**config.mk**
```make
export PLATFORM = sky130hd
export DESIGN_NAME = adc_power_mode_serial_control
export DESIGN_NICKNAME = d
export VERILOG_FILES = /design/src/verilog/adc_ctrl_pkg.sv /design/src/verilog/adc_power_mode_serial_control.sv /design/src/verilog/result_fifo.sv
export SDC_FILE = /design/constraint.sdc
export NUM_CORES = 1
export LEC_CHECK = 0
export BUFFER_PORTS_ARGS = -buffer_cell sky130_fd_sc_hd__buf_2
export CAP_MARGIN = 20
export CORE_ASPECT_RATIO = 0.8
export CORE_UTILIZATION = 45
export DETAILED_ROUTE_END_ITERATION = 6
export GPL_TIMING_DRIVEN = 0
export SETUP_SLACK_MARGIN = 0.3
export SLEW_MARGIN = 5
export SYNTH_ARGS = -nofsm -noshare
export SYNTH_HDL_FRONTEND = slang
export SYNTH_SLANG_ARGS = --single-unit
```
**constraint.sdc**
```tcl
create_clock -name ref_clk -period 3.8 [get_ports ref_clk]
set_input_delay 0.38 -clock ref_clk [delete_from_list [all_inputs] [get_ports ref_clk]]
set_output_delay 0.38 -clock ref_clk [all_outputs]
set_load 0.01 [all_outputs]
```
**src/verilog/adc_ctrl_pkg.sv**
```systemverilog
// constants, control-byte layout and power states of the converter control logic
// assumes a 10 MHz ref_clk and a serial clock far slower than it (sampled, not a clock)
package adc_ctrl_pkg;

  // result and control byte widths
  localparam int RESULT_BITS = 10;
  localparam int CTRL_BITS = 8;

  // control byte, start bit first
  typedef struct packed {
    logic start;
    logic [2:0] channelSelect;
    logic inputRange;
    logic inputMode;
    logic powerModeBitHigh;
    logic powerModeBitLow;
  } ctrl_byte_t;

  // power mode codes as carried in the control byte
  localparam logic [1:0] PM_FULL_POWER_DOWN = 2'h0;
  localparam logic [1:0] PM_NORMAL = 2'h3;
  localparam logic [1:0] PM_RESET = PM_NORMAL;

  // power state applied to the analog circuits
  typedef enum logic [1:0] {
    PWR_FULL_DOWN,
    PWR_REDUCED,
    PWR_NORMAL
  } power_state_t;

  // serial clock edge numbers, counted from the first edge after the control byte
  localparam logic [4:0] STROBE_EDGE = 5'h02;
  localparam logic [4:0] FIRST_SHIFT_EDGE = 5'h03;
  localparam logic [4:0] LAST_SHIFT_EDGE = 5'h0c;

  // timing: reset to ready with external reference
  localparam int CLK_PERIOD_NS = 100;
  localparam int READY_TIME_NS = 4000;
  localparam int READY_CYCLES = (READY_TIME_NS + CLK_PERIOD_NS - 1) / CLK_PERIOD_NS;

  // result fifo depth
  localparam int FIFO_DEPTH = 8;

endpackage

```
**src/verilog/adc_power_mode_serial_control.sv**
```systemverilog
// serial control port and power sequencing of a 10-bit sar converter
// assumes sclk, select and data-in pins are asynchronous to ref_clk and
// that sclk runs well below a quarter of ref_clk so every edge is seen
module adc_power_mode_serial_control
  import adc_ctrl_pkg::*;
#(
  parameter int RESULT_W = adc_ctrl_pkg::RESULT_BITS,
  parameter int DEPTH = adc_ctrl_pkg::FIFO_DEPTH
) (
  // clock and reset
  input wire logic ref_clk,
  input wire logic nrst,
  // serial pins from the host
  input wire logic chipSelectActiveLow,
  input wire logic serialClock,
  input wire logic serialDataIn,
  // serial pins to the host, with output enables
  output logic serialDataOut,
  output logic serialDataOutOe,
  output logic conversionStrobeOut,
  output logic conversionStrobeOutOe,
  // results from the sar core
  input wire logic resultValid,
  input wire logic [RESULT_W-1:0] resultData,
  output logic resultReady,
  // control to the analog side
  output adc_ctrl_pkg::ctrl_byte_t controlByte,
  output adc_ctrl_pkg::power_state_t powerState,
  output logic [1:0] powerModeSetting,
  output logic conversionActive,
  output logic readyToConvert
);
  import adc_ctrl_pkg::*;

  // sequencer states
  typedef enum logic [1:0] {
    SEQ_IDLE,
    SEQ_RECEIVE,
    SEQ_WAIT,
    SEQ_SHIFT
  } seq_state_t;

  // two-stage synchronisers; stage one is read only by stage two
  logic [1:0] csMeta_q;
  logic [1:0] sclkMeta_q;
  logic [1:0] dinMeta_q;
  logic sclkPrev_q;  // last synchronised sclk, for edge finding
  logic csLowSync;
  logic dinSync;
  logic sclkRise;

  seq_state_t state_q;  // sequencer state
  logic [2:0] bitCnt_q;  // control bits received after the start bit
  logic [CTRL_BITS-2:0] rxShift_q;  // incoming control bits
  logic [4:0] edgeCnt_q;  // sclk rises since the control byte ended
  logic [RESULT_W-1:0] txShift_q;  // result bits still to shift out
  localparam int READY_W = $clog2(READY_CYCLES + 1);  // width of the ready counter
  logic [READY_W-1:0] readyCnt_q;  // time since reset
  logic popResult;
  logic fifoValid;
  logic [RESULT_W-1:0] fifoData;
  ctrl_byte_t newByte;

  // decode of the two mode bits into a power state
  function automatic power_state_t decodeMode(input logic [1:0] code);
    case (code)
      PM_FULL_POWER_DOWN: decodeMode = PWR_FULL_DOWN;
      PM_NORMAL: decodeMode = PWR_NORMAL;
      default: decodeMode = PWR_REDUCED;
    endcase
  endfunction

  // pin synchronisers
  always_ff @(posedge ref_clk or negedge nrst) begin
    if (!nrst) begin
      csMeta_q <= 2'h3;
      sclkMeta_q <= 2'h0;
      dinMeta_q <= 2'h0;
      sclkPrev_q <= 1'b0;
    end else begin
      csMeta_q <= {csMeta_q[0], chipSelectActiveLow};
      sclkMeta_q <= {sclkMeta_q[0], serialClock};
      dinMeta_q <= {dinMeta_q[0], serialDataIn};
      sclkPrev_q <= sclkMeta_q[1];
    end
  end

  assign csLowSync = ~csMeta_q[1];
  assign dinSync = dinMeta_q[1];
  // idle-low clock, host samples on the rising edge
  assign sclkRise = sclkMeta_q[1] & ~sclkPrev_q;

  // the byte as it stands once the eighth bit arrives
  assign newByte = ctrl_byte_t'({rxShift_q, dinSync});

  // the next result is taken at the strobe edge
  assign popResult = (state_q == SEQ_WAIT) && sclkRise && csLowSync
    && (edgeCnt_q + 5'h01 == STROBE_EDGE);

  // result buffer between the sar core and the shifter
  result_fifo #(
    .WIDTH(RESULT_W),
    .DEPTH(DEPTH)
  ) u_fifo (
    .refClk(ref_clk),
    .nrst(nrst),
    .inValid(resultValid),
    .inData(resultData),
    .inReady(resultReady),
    .outValid(fifoValid),
    .outData(fifoData),
    .outReady(popResult)
  );

  // serial sequencer: start bit, control byte, strobe, result bits
  always_ff @(posedge ref_clk or negedge nrst) begin
    if (!nrst) begin
      state_q <= SEQ_IDLE;
      bitCnt_q <= 3'h0;
      rxShift_q <= '0;
      edgeCnt_q <= 5'h00;
    end else if (!csLowSync) begin
      // select high ends any transfer
      state_q <= SEQ_IDLE;
      bitCnt_q <= 3'h0;
      edgeCnt_q <= 5'h00;
    end else if (sclkRise) begin
      case (state_q)
        SEQ_IDLE: begin
          if (dinSync) begin
            state_q <= SEQ_RECEIVE;
            bitCnt_q <= 3'h0;
            // start bit enters at the bottom so the byte lines up after six shifts plus the bit on the pin
            rxShift_q <= {{(CTRL_BITS-2){1'b0}}, 1'b1};
          end
        end
        SEQ_RECEIVE: begin
          rxShift_q <= {rxShift_q[CTRL_BITS-3:0], dinSync};
          bitCnt_q <= bitCnt_q + 3'h1;
          if (bitCnt_q == 3'(CTRL_BITS - 2)) begin
            state_q <= SEQ_WAIT;
            edgeCnt_q <= 5'h00;
          end
        end
        SEQ_WAIT: begin
          edgeCnt_q <= edgeCnt_q + 5'h01;
          if (edgeCnt_q + 5'h01 == STROBE_EDGE) begin
            state_q <= SEQ_SHIFT;
          end
        end
        SEQ_SHIFT: begin
          edgeCnt_q <= edgeCnt_q + 5'h01;
          if (edgeCnt_q + 5'h01 == LAST_SHIFT_EDGE) begin
            state_q <= SEQ_IDLE;
          end
        end
        default: state_q <= SEQ_IDLE;
      endcase
    end
  end

  // control byte and mode register, loaded only from a complete byte
  always_ff @(posedge ref_clk or negedge nrst) begin
    if (!nrst) begin
      controlByte <= '0;
      powerModeSetting <= PM_RESET;
    end else if (csLowSync && sclkRise && state_q == SEQ_RECEIVE
        && bitCnt_q == 3'(CTRL_BITS - 2)) begin
      controlByte <= newByte;
      powerModeSetting <= {newByte.powerModeBitHigh, newByte.powerModeBitLow};
    end
  end

  // conversion activity: set when the byte completes, cleared after the last bit
  always_ff @(posedge ref_clk or negedge nrst) begin
    if (!nrst) begin
      conversionActive <= 1'b0;
    end else if (!csLowSync) begin
      // an aborted conversion ends with the select
      conversionActive <= 1'b0;
    end else if (sclkRise) begin
      if (state_q == SEQ_RECEIVE && bitCnt_q == 3'(CTRL_BITS - 2)) begin
        conversionActive <= 1'b1;
      end else if (state_q == SEQ_SHIFT && edgeCnt_q + 5'h01 == LAST_SHIFT_EDGE) begin
        conversionActive <= 1'b0;
      end
    end
  end

  // applied power state; the stored mode takes effect only when idle
  always_ff @(posedge ref_clk or negedge nrst) begin
    if (!nrst) begin
      powerState <= PWR_NORMAL;
    end else if (conversionActive) begin
      powerState <= PWR_NORMAL;
    end else begin
      // reduced needs no wait, next byte starts at once
      powerState <= decodeMode(powerModeSetting);
    end
  end

  // strobe: one sclk period, two periods after the last control bit
  always_ff @(posedge ref_clk or negedge nrst) begin
    if (!nrst) begin
      conversionStrobeOut <= 1'b0;
    end else if (!csLowSync) begin
      conversionStrobeOut <= 1'b0;
    end else if (sclkRise) begin
      conversionStrobeOut <= popResult;
    end
  end

  // data output shifter; zeros pad both ends of the result
  always_ff @(posedge ref_clk or negedge nrst) begin
    if (!nrst) begin
      serialDataOut <= 1'b0;
      txShift_q <= '0;
    end else if (csLowSync && sclkRise) begin
      if (popResult) begin
        // an empty buffer yields a zero result rather than a stall
        txShift_q <= fifoValid ? fifoData : '0;
        serialDataOut <= 1'b0;
      end else if (state_q == SEQ_SHIFT) begin
        serialDataOut <= txShift_q[RESULT_W-1];
        txShift_q <= {txShift_q[RESULT_W-2:0], 1'b0};
      end else begin
        // trailing and idle bits are zero
        serialDataOut <= 1'b0;
      end
    end
  end

  // output enables follow the synchronised select
  always_ff @(posedge ref_clk or negedge nrst) begin
    if (!nrst) begin
      serialDataOutOe <= 1'b0;
      conversionStrobeOutOe <= 1'b0;
    end else begin
      serialDataOutOe <= csLowSync;
      conversionStrobeOutOe <= csLowSync;
    end
  end

  // ready flag after the initialisation time; informational, not a gate
  always_ff @(posedge ref_clk or negedge nrst) begin
    if (!nrst) begin
      readyCnt_q <= '0;
      readyToConvert <= 1'b0;
    end else if (!readyToConvert) begin
      readyCnt_q <= readyCnt_q + 1'b1;
      readyToConvert <= (readyCnt_q == READY_W'(READY_CYCLES - 1));
    end
  end

endmodule // adc_power_mode_serial_control

```
**src/verilog/result_fifo.sv**
```systemverilog
// small synchronous fifo of converter results, flip-flop storage
// assumes both sides on ref_clk; writer honours inReady, reader honours outValid
module result_fifo #(
  parameter int WIDTH = 10,
  parameter int DEPTH = 8
) (
  // clock and reset
  input wire logic refClk,
  input wire logic nrst,
  // filling side
  input wire logic inValid,
  input wire logic [WIDTH-1:0] inData,
  output logic inReady,
  // draining side
  output logic outValid,
  output logic [WIDTH-1:0] outData,
  input wire logic outReady
);
  localparam int AW = (DEPTH > 1) ? $clog2(DEPTH) : 1;
  // full level needs one bit more than the pointers, or a power-of-two depth reads as zero
  localparam logic [AW:0] DEPTH_C = (AW+1)'(DEPTH);

  logic [WIDTH-1:0] mem [DEPTH];  // storage words
  logic [AW-1:0] wrPtr_q;  // next slot to write
  logic [AW-1:0] rdPtr_q;  // next slot to read
  logic [AW:0] count_q;  // words held
  logic doWrite;
  logic doRead;

  assign doWrite = inValid & inReady;
  assign doRead = outValid & outReady;
  assign outValid = (count_q != '0);
  assign outData = mem[rdPtr_q];

  // storage write
  always_ff @(posedge refClk) begin
    if (doWrite) begin
      mem[wrPtr_q] <= inData;
    end
  end

  // pointers wrap at depth
  always_ff @(posedge refClk or negedge nrst) begin
    if (!nrst) begin
      wrPtr_q <= '0;
      rdPtr_q <= '0;
    end else begin
      if (doWrite) begin
        wrPtr_q <= (wrPtr_q == AW'(DEPTH - 1)) ? '0 : wrPtr_q + 1'b1;
      end
      if (doRead) begin
        rdPtr_q <= (rdPtr_q == AW'(DEPTH - 1)) ? '0 : rdPtr_q + 1'b1;
      end
    end
  end

  // fill level and registered ready, so a full fifo stalls the source
  always_ff @(posedge refClk or negedge nrst) begin
    if (!nrst) begin
      count_q <= '0;
      inReady <= 1'b1;
    end else begin
      case ({doWrite, doRead})
        2'b10: begin
          count_q <= count_q + 1'b1;
          inReady <= (count_q + 1'b1) != DEPTH_C;
        end
        2'b01: begin
          count_q <= count_q - 1'b1;
          inReady <= 1'b1;
        end
        default: begin
          count_q <= count_q;
          inReady <= count_q != DEPTH_C;
        end
      endcase
    end
  end

endmodule // result_fifo
```
Word-level counts from Yosys, hierarchy flattened
Memory sizes are Yosys's and may differ from the RTL's. Index checks and enable logic that the tools add are counted. Widths: inputs -> output; s select.

Equality and inequality tests: 19. Muxes and demuxes: 37. Bitwise gates (word level): 5. Reductions and logical operators: 25. Add/sub/neg operators: 7.

Operators with widths (number): $mux 10 (3); $mux 3 (5); $mux 5 (3); $mux 2 (7); $pmux 7 s2 (1); $mux 1 (11); $pmux 5 s2 (1); $add 3x1->3 const B (3); $eq 3x3->1 const B (3); $ne 3x3->1 const B (3); $reduce_bool 3->1 (3); $eq 2x2->1 const B (4); $logic_and 1x1->1 (8); $ne 4x4->1 const B (2); $pmux 2 s4 (1); $pmux 4 s2 (1); $reduce_bool 2->1 (4); $mux 7 (1); $add 6x1->6 const B (1); $eq 6x6->1 const B (1); $pmux 3 s2 (1); $reduce_and 3->1 (2); $add 5x1->5 const B (1); $eq 5x2->1 const B (1); other kinds (16) (22).

Input bits: 16. Memory bits (writable): 80. Memories kept: 1. Word-level logic and storage cells: 121. Bits in registers: 68.

Memories: u_fifo.mem (depth 8, bits a word 10, read ports 1, clocked after Yosys merged registers in 0, write ports 1, RTL line result_fifo.sv:23) `logic [WIDTH-1:0] mem [DEPTH];`.

Logic depth before layout (Yosys ltp)
Gate-level depths: netlist (run 1).

Depth in word-level cells: 8. Gate-level depth with buffers: 14. Gate-level depth less buffers: 12.

Hierarchy
Synthesis (run 1) repeated with hierarchy kept, for this count alone.

Cell total of the unflattened synthesis: 445. Area total of the unflattened synthesis: 6550.0 µm².

Modules (own cells, without submodules): result_fifo (area an instance 3779.9 µm², times used 1, seq. area each 2678.8 µm², cells each 186); adc_power_mode_serial_control (area an instance 2770.2 µm², times used 1, seq. area each 1432.6 µm², cells each 259).

Worst setup path before layout (run 1)
OpenSTA, ideal clock, no wires.

Path type: reg2reg. Start: register edgeCnt_q[0]. End: register u_fifo.inReady. Arrival time: 2655 ps. Clock period less this slack: 2736 ps. Path buffers: 3. Data required time: 3718 ps. Cell stages (with the launch flop): 14. Slack: 1064 ps. Cell sequence: dfrtp_1 ha_1 clkbuf_1 nand2_1 a21oi_1 o211ai_2 buf_2 inv_1 ha_1 clkbuf_1 or4_1 a21oi_1 o21ai_1 o31a_1.

Word-level cells in the longest chain between the ends: 6. Elaborated cells between the ends (all ways): 7. Classes of those cells: 1 x add/sub; 3 x eq/ne; 1 x mux; 1 x bitwise; 1 x reduce/logical.

Ends and longest elaborated chain: from (decl) (RTL line adc_power_mode_serial_control.sv:55) `logic [4:0] edgeCnt_q;`; from (signal assigned) (RTL line adc_power_mode_serial_control.sv:146) `edgeCnt_q <= edgeCnt_q + 5'h01;`; from (signal assigned) (RTL line adc_power_mode_serial_control.sv:152) `edgeCnt_q <= edgeCnt_q + 5'h01;`; $add 5x1->5 * (RTL line adc_power_mode_serial_control.sv:98) `&& (edgeCnt_q + 5'h01 == STROBE_EDGE);`; $eq 5x2->1 * (RTL line adc_power_mode_serial_control.sv:98); $logic_and 1x1->1 * (RTL line adc_power_mode_serial_control.sv:98); $and 1x1->1 * (RTL line result_fifo.sv:31) `assign doRead = outValid & outReady;`; net u_fifo.doRead (RTL line result_fifo.sv:28) `logic doRead;`; $eq 2x1->1 or $eq 2x2->1 (tied branches) (RTL line result_fifo.sv:63) `case ({doWrite, doRead})`; $pmux 1 s2 * (RTL line result_fifo.sv:63); to (signal assigned) (RTL line result_fifo.sv:61) `inReady <= 1'b1;`; to (signal assigned) (RTL line result_fifo.sv:66) `inReady <= (count_q + 1'b1) != DEPTH_C;`; to (signal assigned) (RTL line result_fifo.sv:70) `inReady <= 1'b1;`; to (decl) (RTL line result_fifo.sv:13) `output logic inReady,`.

Mark *: on every way through the listed nets, which the timed path passes. The rest lies on a longest branch. A chain may end at the register's enable or synchronous reset.

Final worst setup path (run 1)
Same ends and word-level chain as after synthesis.

==> results of run 1 <==
layout by cell type (no fill, tap or decap), types with 13 or more instances in the layout:
cell	synthesis	final
buf_2	4	37
ha_1	19	19
clkbuf_16	0	19
o21ai_0	20	20
nand3_1	20	20
mux4_2	20	20
nand2_1	26	26
dfrtp_1	62	62
nor2_1	18	18
clkbuf_1	12	13
inv_1	19	19
edfxtp_1	80	80
registers in the layout (all words and copies together), names as in the netlist, 2 cells and up:
name	count
bitCnt_q	3
rxShift_q	7
powerModeSetting	2
sclkMeta_q	2
readyCnt_q	6
dinMeta_q	2
u_fifo.wrPtr_q	3
u_fifo.rdPtr_q	3
u_fifo.mem	80
controlByte	8
powerState	2
edgeCnt_q	5
state_q	2
csMeta_q	2
txShift_q	10
u_fifo.count_q	4
per-layer routing:
layer | GRT usage (%) | wire (microns) | up-vias
li1 | - | - | 1757
met1 | 26.0 | 5930 | 1823
met2 | 27.3 | 5650 | 82
met3 | 4.88 | 524 | 8
met4 | 6.50 | 87 | 0
met5 | 0 | 0 | -
worst max-delay path by stage:
stage | end | depth (start not counted)
after global placement | u_fifo.mem[0][3] | 3
after CTS | u_fifo.inReady | 12
after floorplan | u_fifo.inReady | 13
after global routing | u_fifo.inReady | 12
final | u_fifo.inReady | 12
after detailed placement | u_fifo.inReady | 12
worst max-delay path, stage by stage, from the launching register on:
cell and delay, ns:
dfrtp_1 0.50, ha_1 0.20, clkbuf_1 0.31, nor4_2 0.15
o211ai_2 0.35, buf_2 0.30, inv_1 0.07, ha_1 0.19
clkbuf_1 0.17, or4_1 0.49, a21oi_1 0.16, o21ai_1 0.08
o31a_1 0.12
repair_timing:
item | 4_1_cts | 5_1_grt
hold buffers | 1 | 0
resized for setup | 0 | 0
setup buffers | 0 | 0
hold endpoints to repair | 62 | 0
area by class of cell:
type                       instances  area share [%]
timing repair buffer              44            3.92
inverter                          19           0.943
sequential                       148            54.4
tap                              180            2.98
clock buffer                      22            6.62
clock inverter                    10            1.22
buffer                            20            1.41
multi-input combinational        252            28.5
synthesized netlist by cell type (11+ instances only):
master	count	area (sq um)
edfxtp_1	80	2400
dfrtp_1	62	1550
nand2_1	26	97.6
mux4_2	20	450
nand3_1	20	100
o21ai_0	20	100
ha_1	19	238
inv_1	19	71.3
nor2_1	18	67.6
a21oi_1	12	60.1
clkbuf_1	12	45.0
mux2_2	12	135
mux2i_1	11	110
per-stage QoR:
step	area, sq um	total power, mW	setup slack [ns]
floorplan	6420	2.45	1.06
global placement	6820	2.62	0.585
detailed placement	6940	2.70	0.653
CTS	7540	4.36	0.628
global route	7560	4.53	0.378
finish	7560	4.32	0.649
power by group:
group / switching, mW / internal (mW) / total [mW] / leakage (nW)
Combinational: 0.396 / 0.274 / 0.670 / 1.07
Clock: 0.643 / 1.01 / 1.65 / 0.291
Sequential: 0.103 / 1.90 / 2.00 / 1.61
cell families (layout without fill, tap and decap cells):
kind of cell / count (synthesis) / after routing / synth area share [%]
AOI/OAI and AO/OA: 65 / 65 / 6.47
muxes: 53 / 53 / 13.1
adders and majority gates: 19 / 19 / 3.70
DFF: 148 / 148 / 64.0
xor gates and xnor gates: 12 / 12 / 1.64
buffers and inverters: 39 / 115 / 2.77
and+or+nand+nor: 103 / 103 / 8.28
==> metrics.md, run 1 <==
| Metric | Value |
|---|---|
| Setup-failing EPs final | `0` |
| Die height | `between 100 and 150 microns` |
| GRT Overall Usage | `18.4%` |
| Pins over their slew limit | `0` |
| Drt total wl | `12,200 microns` |
| FILL cells | `1,108` |
| Hold Path Class | `in -> reg` |
| Startpoint of the worst hold path | `chipSelectActiveLow` |
| RSZ-0062 raised after global routing | `false` |
| Synth Flop Type | `edfxtp_1` |
| Hold Path End | `csMeta_q[0]` |
| Post-synth cell types | `55` |
| Layout Nets | `around 540` |
| Status | `completed` |
| Worst reg-to-reg path cell count | `12` |
| Row cnt | `38` |
| IO buf count | `34` |
| Fin Hold WS | `around 0.067 ns` |
| Post-synth EDFFs | `80` |
| Worst skew pair latency | `0.42 ns` |
| Worst-Margin Slew | `0.942 ns` |
| Crit Reg-Reg Startpoint | `edgeCnt_q[0]` |
| Clock Skews | `0.0135 ns` |
| Die area | `14,800 sq um` |
| # diodes | `0` |
| Starting Density | `between 40% and 50%` |
| Layout cell share with drive strength beyond 1 | `27.8%` |
| DP Wirelength | `a little over 8000 microns` |
| Storage cell area | `4110 sq um` |
| Post-synth ARST share | `45.9%` |
| CP Capture Type | `register` |
| Mapped cell area | `6420 sq um` |
| Crit path arrival time | `between 3 and 4 ns` |
| CP startpoint | `edgeCnt_q[0]` |
| Slew headroom | `37.2%` |
| Die Wd | `136 microns` |
| Cell count after placement | `660` |
| Fmax | `0.317 GHz` |
| Routability congestion estimate | `between 0.7 and 0.8` |
| Final core utilization | `roughly 55%` |
| Synth warn | `0` |
| DRT Pass-1 Iters | `4` |
| Register area share after synthesis | `64.0%` |
| CTS H-tree lvls | `4` |
| Cts bufs inserted | `17` |
| Vias | `3,670` |
| Cell count after synthesis | `439` |
| Drc violations | `0` |
| Count of non-filler cells in the finished layout | `695` |
| Grt total ovfl | `0` |
| CP Data Required Time | `about 4.1 ns` |
| Cell Pwr Density | `572 nW/um^2` |
| Kind of critical path | `reg -> reg` |
| Setup TNS | `0 ns` |
| Largest net degree at the start of global routing | `69` |
| Post-route ant nets | `0` |
| Clk sink count | `148` |
| Number of DRC markers in iteration 0 | `279` |
| # IOs | `35` |
| Maximum fanout along the worst path | `10` |
| Pleak | `2.97 nW` |
| Global-route wire length before repair | `19,700 microns` |
| Peak supply drop | `0.346 mV` |
| WHS Path Cells | `1` |
| Reg-to-Reg End | `u_fifo.inReady` |
| Flop2flop setup slack | `0.65 ns` |
| Area Overhead vs Synth | `17.8%` |
| CTS tree | `yes` |
| Area of the multi-input gates | `around 2200 sq um` |
| Core Region | `13,700 sq um` |
| Final period util | `82.9%` |
| CTS Buffer Depth | `2` |
| Final worst path period need | `3.15 ns` |
| Flip-flop and latch count after synthesis | `148` |
| Initial antenna violation count | `0` |
| Critical Path Start Type | `register` |
| Syn Nets | `474` |
| Root Driver | `clkbuf_16` |
| Max Cap Viol | `0` |
| Mean Syn Cell Area | `14.6 sq um` |
| Hold Fails Final Rpt | `0` |
| Clock transition at path regs | `approximately 0.060 ns` |
| Vias per cell | `5.28` |
| Wire length per cell | `17.5 microns` |
| Vias in the first global route | `3,620` |
Note: power is estimated with default switching activity, not from simulation.
==> inputs of run 2 (changes only) <==
ABC_AREA = 1   (was unset)
clock period = 3.2 ns   (was 3.8 ns; I/O delays follow)
==> metrics.md, run 2 <==
| Metric | Value |
|---|---|
| Status | `completed` |
| Row cnt | `39` |
| Starting Density | `a little under half` |
| CP Data Required Time | `3.52 ns` |
| DRT Pass-1 Iters | `5` |
| RSZ-0062 raised after global routing | `false` |
| Number of DRC markers in iteration 0 | `358` |
| Synth warn | `0` |
| Vias in the first global route | `4,705` |
| CTS tree | `yes` |
| Hold Path End | `u_fifo.mem[6][7]` |
| Clock transition at path regs | `roughly 0.07 ns` |
| Worst-Margin Slew | `1.12 ns` |
| Drc violations | `0` |
| Hold Fails Final Rpt | `0` |
| Count leader, synth | `nand2_1` |
| Cell Pwr Density | `685 nW/um^2` |
| Die Wd | `139 microns` |
| Peak supply drop | `0.493 mV` |
| CTS H-tree lvls | `4` |
| Mapped cell area | `~6800 sq um` |
| Grt total ovfl | `0` |
| Vias | `4,868` |
| Reg-to-Reg End | `u_fifo.count_q[2]` |
| Most area-hungry cell type in the Yosys netlist | `edfxtp_1` |
| Cell count after synthesis | `714` |
| Hold Path Class | `in -> reg` |
| Flip-flop and latch count after synthesis | `about 150` |
| Critical Path Start Type | `register` |
| IO buf count | `34` |
| Kind of critical path | `reg -> reg` |
| Area Overhead vs Synth | `16.2%` |
| Clock Skews | `0.00724 ns` |
| DP Wirelength | `9390 microns` |
| Initial antenna violation count | `0` |
| Post-route ant nets | `0` |
| Post-synth top cells | `249 x nand2_1, 99 x inv_1, 80 x edfxtp_1` |
| WHS Path Cells | `1` |
| Wire length per cell | `approximately 14 microns` |
| Die area | `~16,000 sq um` |
| Fmax | `0.416 GHz` |
| Top cells by area, synth | `edfxtp_1 35%, dfrtp_1 23%, nand2_1 14%, inv_1 5.5%, nand3_1 4.3%` |
| Core Region | `14,500 sq um` |
| Setup-failing EPs final | `0` |
| Routability congestion estimate | `0.813` |
| # IOs | `35` |
| Layout cell share with drive strength beyond 1 | `15.2%` |
| GRT Overall Usage | `19.9%` |
| Die height | `112 microns` |
| Post-synth EDFFs | `80` |
| Final worst path period need | `2.40 ns` |
| Pins over their slew limit | `0` |
| Startpoint of the worst hold path | `resultData[7]` |
| Largest net degree at the start of global routing | `69` |
| Synth Flop Type | `edfxtp_1` |
| CP startpoint | `edgeCnt_q[0]` |
| Worst reg-to-reg path cell count | `14` |
| Register area share after synthesis | `approximately 60%` |
| Most common cell after layout, fill and taps aside | `nand2_1` |
| Hold-fix buffers, CTS | `4` |
| Top Registers | `u_fifo.mem x80, txShift_q x10, controlByte x8` |
| Max stage delay on crit path | `around 0.45 ns` |
| # Post-CTS Setup Buffers | `0` |
| Cts bufs inserted | `17` |
| Largest register FFs | `80` |
| Max Cap Viol | `0` |
| Slew headroom | `25.0%` |
| Drt total wl | `14,000 microns` |
| Global-route wire length before repair | `23,500 microns` |
| Setup TNS | `0 ns` |
| Fin Hold WS | `0.167 ns` |
| Post-synth cell types | `37` |
| Root Driver | `clkbuf_16` |
| CTS Buffer Depth | `2` |
| Clk sink count | `148` |
| Crit path cell chain | `ha_1, inv_1, nand2_1, nand2_1, nand2_1, inv_2, nand4_4, nor2_4, inv_1, ha_1, inv_1, o21ai_0, a21oi_1, a21o_1` |
| Biggest register | `u_fifo.mem` |
| Worst skew pair latency | `0.42 ns` |
| # diodes | `0` |
| Crit Reg-Reg Startpoint | `edgeCnt_q[0]` |
| Mean Syn Cell Area | `9.52 sq um` |
| CP Capture Type | `register` |
| Most frequent cells in the layout | `249 x nand2_1, 99 x inv_1, 80 x edfxtp_1` |
| Maximum fanout along the worst path | `9` |
| Layout Nets | `812` |
| Top cell type's share of synthesized area | `approximately 35%` |
| Pleak | `3.77 nW` |
| Final period util | `around 75%` |
| Vias per cell | `5.00` |
| Syn Nets | `around 750` |
| Post-synth ARST share | `~46%` |
| Slowest cell on the critical path | `dfrtp_1` |
| Crit path arrival time | `between 2 and 3 ns` |
| Flop2flop setup slack | `0.80 ns` |
| Resized Gates After CTS | `0` |
[run 2: changes by cell type in the layout (fill, tap and decap cells not counted), sizes merged, moves of 4 or more]
cell / previous run / this run
nor2b: 4 / 0
nor2: 19 / 29
nand2: 26 / 257
nand4: 3 / 9
mux2i: 11 / 0
inv: 22 / 116
mux4: 20 / 0
mux2: 22 / 0
clkbuf: 34 / 27
nor3: 8 / 1
nand2b: 7 / 0
a21oi: 13 / 8
nand3: 20 / 60
[run 2: power by group]
group | internal [mW] | total [mW] | leakage, nW | switching, mW
combinational | 0.357 | 1.11 | 1.89 | 0.758
clock | 1.05 | 1.91 | 0.276 | 0.860
sequential | 2.27 | 2.39 | 1.60 | 0.122
[run 2: routing by layer]
| layer | GRT usage (%) | up-vias | part of all wire, % |
|---|---|---|---|
| li1 | - | 2397 | - |
| met1 | 27.5 | 2344 | 48 |
| met2 | 30.5 | 109 | 46 |
| met3 | 5.42 | 18 | 5.0 |
| met4 | 6.15 | 0 | 1.5 |
| met5 | 0 | - | 0 |
[run 2: cells by family (layout without fill, tap and decap cells)]
kind of cell	after synthesis	in the layout	share of synthesized area [%]
buffers and inverters	129	205	7.62
XOR/XNOR	9	9	1.16
AO/OA/AOI/OAI	51	51	4.66
adder cells (fa/ha/maj)	19	19	3.50
flip-flops	148	148	60.5
AND/OR/NAND/NOR	358	358	22.6
[run 2: critical path: cells and delay by family (launching register included)]
family                     cells  cell delay, ns
adders and majority gates      2            0.63
and+or+nand+nor                5            0.58
DFF                            1            0.45
AOI/OAI and AO/OA              3            0.32
buffers and inverters          4            0.31
[run 2: how the worst max path moves through the flow]
| stage | end | slack (ns) |
|---|---|---|
| floorplan | u_fifo.count_q[2] | 1.10 |
| global placement | u_fifo.count_q[2] | 0.88 |
| detailed placement | u_fifo.count_q[2] | 0.80 |
| CTS | u_fifo.count_q[2] | 0.78 |
| global route | u_fifo.count_q[2] | 0.56 |
| finish | u_fifo.count_q[2] | 0.80 |
[run 2: layout make-up]
type	count	area, sq um
sequential	148	4110
inverter	107	402
multi-input combinational	437	2170
clock buffer	18	439
buffer	22	116
fill	1302	6600
clock inverter	14	133
timing repair buffer	44	297
tap	184	230
[run 2: per-stage QoR]
step	area, sq um	cells	total power, mW	utilization [%]	setup WS, ns
2_1_floorplan	6800	714	3.17	-	1.10
3_3_place_gp	7200	932	3.46	49.7	0.880
3_5_place_dp	7280	938	3.53	50.3	0.803
4_1_cts	7900	974	5.46	54.5	0.785
5_1_grt	7900	974	5.74	54.5	0.564
6_report	7900	974	5.41	54.5	0.795
==> inputs of run 3 (changes only) <==
clock period = 2.3 ns   (was 3.2 ns; I/O delays follow)
==> metrics.md, run 3 (synthesis results as in run 2) <==
| Metric | Value |
|---|---|
| Worst reg-to-reg path cell count | `14` |
| Number of DRC markers in iteration 0 | `around 430` |
| Most common cell after layout, fill and taps aside | `nand2_1` |
| Largest net degree at the start of global routing | `69` |
| Maximum fanout along the worst path | `6` |
| # diodes | `0` |
| Kind of critical path | `reg -> reg` |
| Crit Reg-Reg Startpoint | `edgeCnt_q[1]` |
| Area Overhead vs Synth | `19.3%` |
| CTS tree | `yes` |
| CP Capture Type | `register` |
| WHS Path Cells | `1` |
| Peak supply drop | `0.544 mV` |
| Pleak | `a little under 4 nW` |
| Layout cell share with drive strength beyond 1 | `a little under a fifth` |
| Worst-Margin Slew | `around 0.85 ns` |
| Setup-failing EPs final | `0` |
| CTS Buffer Depth | `2` |
| Status | `completed` |
| Most frequent cells in the layout | `246 x nand2_1, 95 x inv_1, 80 x edfxtp_1` |
| DRT Pass-1 Iters | `5` |
| Drt total wl | `14,300 microns` |
| Starting Density | `between 40% and 50%` |
| Flop2flop setup slack | `0.25 ns` |
| Switching Share | `30.2%` |
| Clock Skews | `around 0.011 ns` |
| Reg-to-Reg End | `u_fifo.count_q[2]` |
| DP Wirelength | `9450 microns` |
| Layout Nets | `823` |
| Global-route wire length before repair | `~23,000 microns` |
| Vias per cell | `slightly below 5` |
| Crit path arrival time | `2.38 ns` |
| Biggest register | `u_fifo.mem` |
| Max Cap Viol | `0` |
| RSZ-0062 raised after global routing | `true` |
| Clk sink count | `between 100 and 150` |
| Clock share of power | `37.1%` |
| Vias | `4,831` |
| CTS H-tree lvls | `4` |
| Top Registers | `u_fifo.mem x80, txShift_q x10, controlByte x8` |
| Final worst path period need | `between 2 and 2.5 ns` |
| Int Pwr | `~5.6 mW` |
| Hold Fails Final Rpt | `0` |
| FILL cells | `approximately 1,300` |
| Fmax | `between 0.4 and 0.5 GHz` |
| P_sw | `2.41 mW` |
| GRT Overall Usage | `20.0%` |
| Startpoint of the worst hold path | `resultData[7]` |
| Final period util | `~90%` |
| Routability congestion estimate | `0.826` |
| Wire length per cell | `14.6 microns` |
| Critical Path Start Type | `register` |
| Pins over their slew limit | `0` |
| Seq pwr share | `41.5%` |
| Setup TNS | `0 ns` |
| Clock transition at path regs | `0.06 ns` |
| Worst skew pair latency | `around 0.43 ns` |
| Grt total ovfl | `0` |
| # IOs | `35` |
| Combinational share of power | `21.4%` |
| Drc violations | `0` |
| IO buf count | `34` |
| Initial antenna violation count | `0` |
| Slew headroom | `43.4%` |
| Cts bufs inserted | `17` |
| Hold Path End | `u_fifo.mem[2][7]` |
| Largest register FFs | `80` |
| Core Region | `14,500 sq um` |
| Cell Pwr Density | `984 nW/um^2` |
| Root Driver | `clkbuf_16` |
| Die area | `15,600 sq um` |
| Die Wd | `139 microns` |
| Post-route ant nets | `0` |
| Hold Path Class | `in -> reg` |
| Die height | `roughly 110 microns` |
| Row cnt | `39` |
| Vias in the first global route | `around 4,600` |
| Fin Hold WS | `0.0646 ns` |
| CP Data Required Time | `2.62 ns` |
-- run 3: cell count changes in the layout (fill, tap and decap cells not counted), moves of 3 or more --
cell | before | now
buf_4 | 3 | 16
bufinv_16 | 0 | 4
ha_1 | 19 | 14
ha_4 | 0 | 4
inv_1 | 99 | 95
inv_2 | 8 | 12
nand2_1 | 249 | 246
nand2_2 | 7 | 10
nor2_1 | 26 | 19
nor2_2 | 1 | 8
-- run 3: layout make-up --
cell class | count | area (sq um) | area share, %
sequential | 148 | 4110 | 50.7
multi-input combinational | 438 | 2270 | 28.0
clock buffer | 18 | 429 | 5.29
inverter | 107 | 402 | 4.95
timing repair buffer | 54 | 344 | 4.24
tap | 184 | 230 | 2.84
clock inverter | 14 | 198 | 2.44
buffer | 22 | 118 | 1.45
-- run 3: how the worst max path moves through the flow --
stage                   start                 to  slack (ns)  cells past startpoint
3_5_place_dp     edgeCnt_q[0]  u_fifo.count_q[3]        0.01                     13
6_report         edgeCnt_q[1]  u_fifo.count_q[2]        0.25                     14
3_3_place_gp   u_fifo.inReady   u_fifo.mem[0][2]        0.07                      4
5_1_grt          edgeCnt_q[1]  u_fifo.count_q[2]        0.11                     14
4_1_cts        u_fifo.inReady   u_fifo.mem[2][9]        0.05                      4
2_1_floorplan    edgeCnt_q[0]  u_fifo.count_q[2]        0.30                     14
-- run 3: worst max-delay path, stage by stage (launching register included) --
cell,delay [ns]
dfrtp_2,0.45
ha_4,0.19
inv_2,0.05
nand2_2,0.05
nand2_2,0.08
nand2_2,0.06
inv_2,0.07
nand4_4,0.11
nor2_4,0.24
inv_2,0.07
ha_4,0.28
inv_2,0.04
o21ai_1,0.06
a21oi_1,0.05
a21o_1,0.16
-- run 3: power by group through the flow --
| stage | registers, mW | clock network [mW] | logic, mW |
|---|---|---|---|
| finish | 3.31 | 2.96 | 1.71 |
| global route | 3.35 | 3.13 | 1.94 |
| CTS | 3.32 | 3.01 | 1.59 |
| detailed placement | 3.37 | 0 | 1.53 |
| global placement | 3.36 | 0 | 1.46 |
| floorplan | 3.33 | 0 | 1.08 |
-- run 3: metal layers --
| metal | part of all wire (%) | vias to the layer above | track usage [%] |
|---|---|---|---|
| met3 | 6.4 | 18 | 5.72 |
| met2 | 45 | 118 | 29.5 |
| met1 | 47 | 2271 | 28.2 |
| met4 | 1.3 | 0 | 6.96 |
| li1 | - | 2424 | - |
| met5 | 0 | - | 0 |
-- run 3: per-stage QoR --
step / cells / utilization (%) / worst slack, ns / area, sq um / power [mW]
2_1_floorplan: 714 / - / 0.302 / 6820 / 4.41
3_3_place_gp: 932 / 49.8 / 0.0655 / 7220 / 4.82
3_5_place_dp: 934 / 50.0 / 0.0124 / 7240 / 4.90
4_1_cts: 973 / 54.8 / 0.0503 / 7940 / 7.92
5_1_grt: 985 / 55.9 / 0.115 / 8110 / 8.42
6_report: 985 / 55.9 / 0.245 / 8110 / 7.98
-- run 3: timing repair --
item / 4_1_cts / 5_1_grt
hold buffers: 4 / 0
gates resized for setup: 5 / 23
pin swaps: 2 / 8
endpoints found under the setup margin: 65 / 40
setup buffers: 2 / 10
gates cloned: 1 / 0
endpoints found under the hold margin: 65 / 0
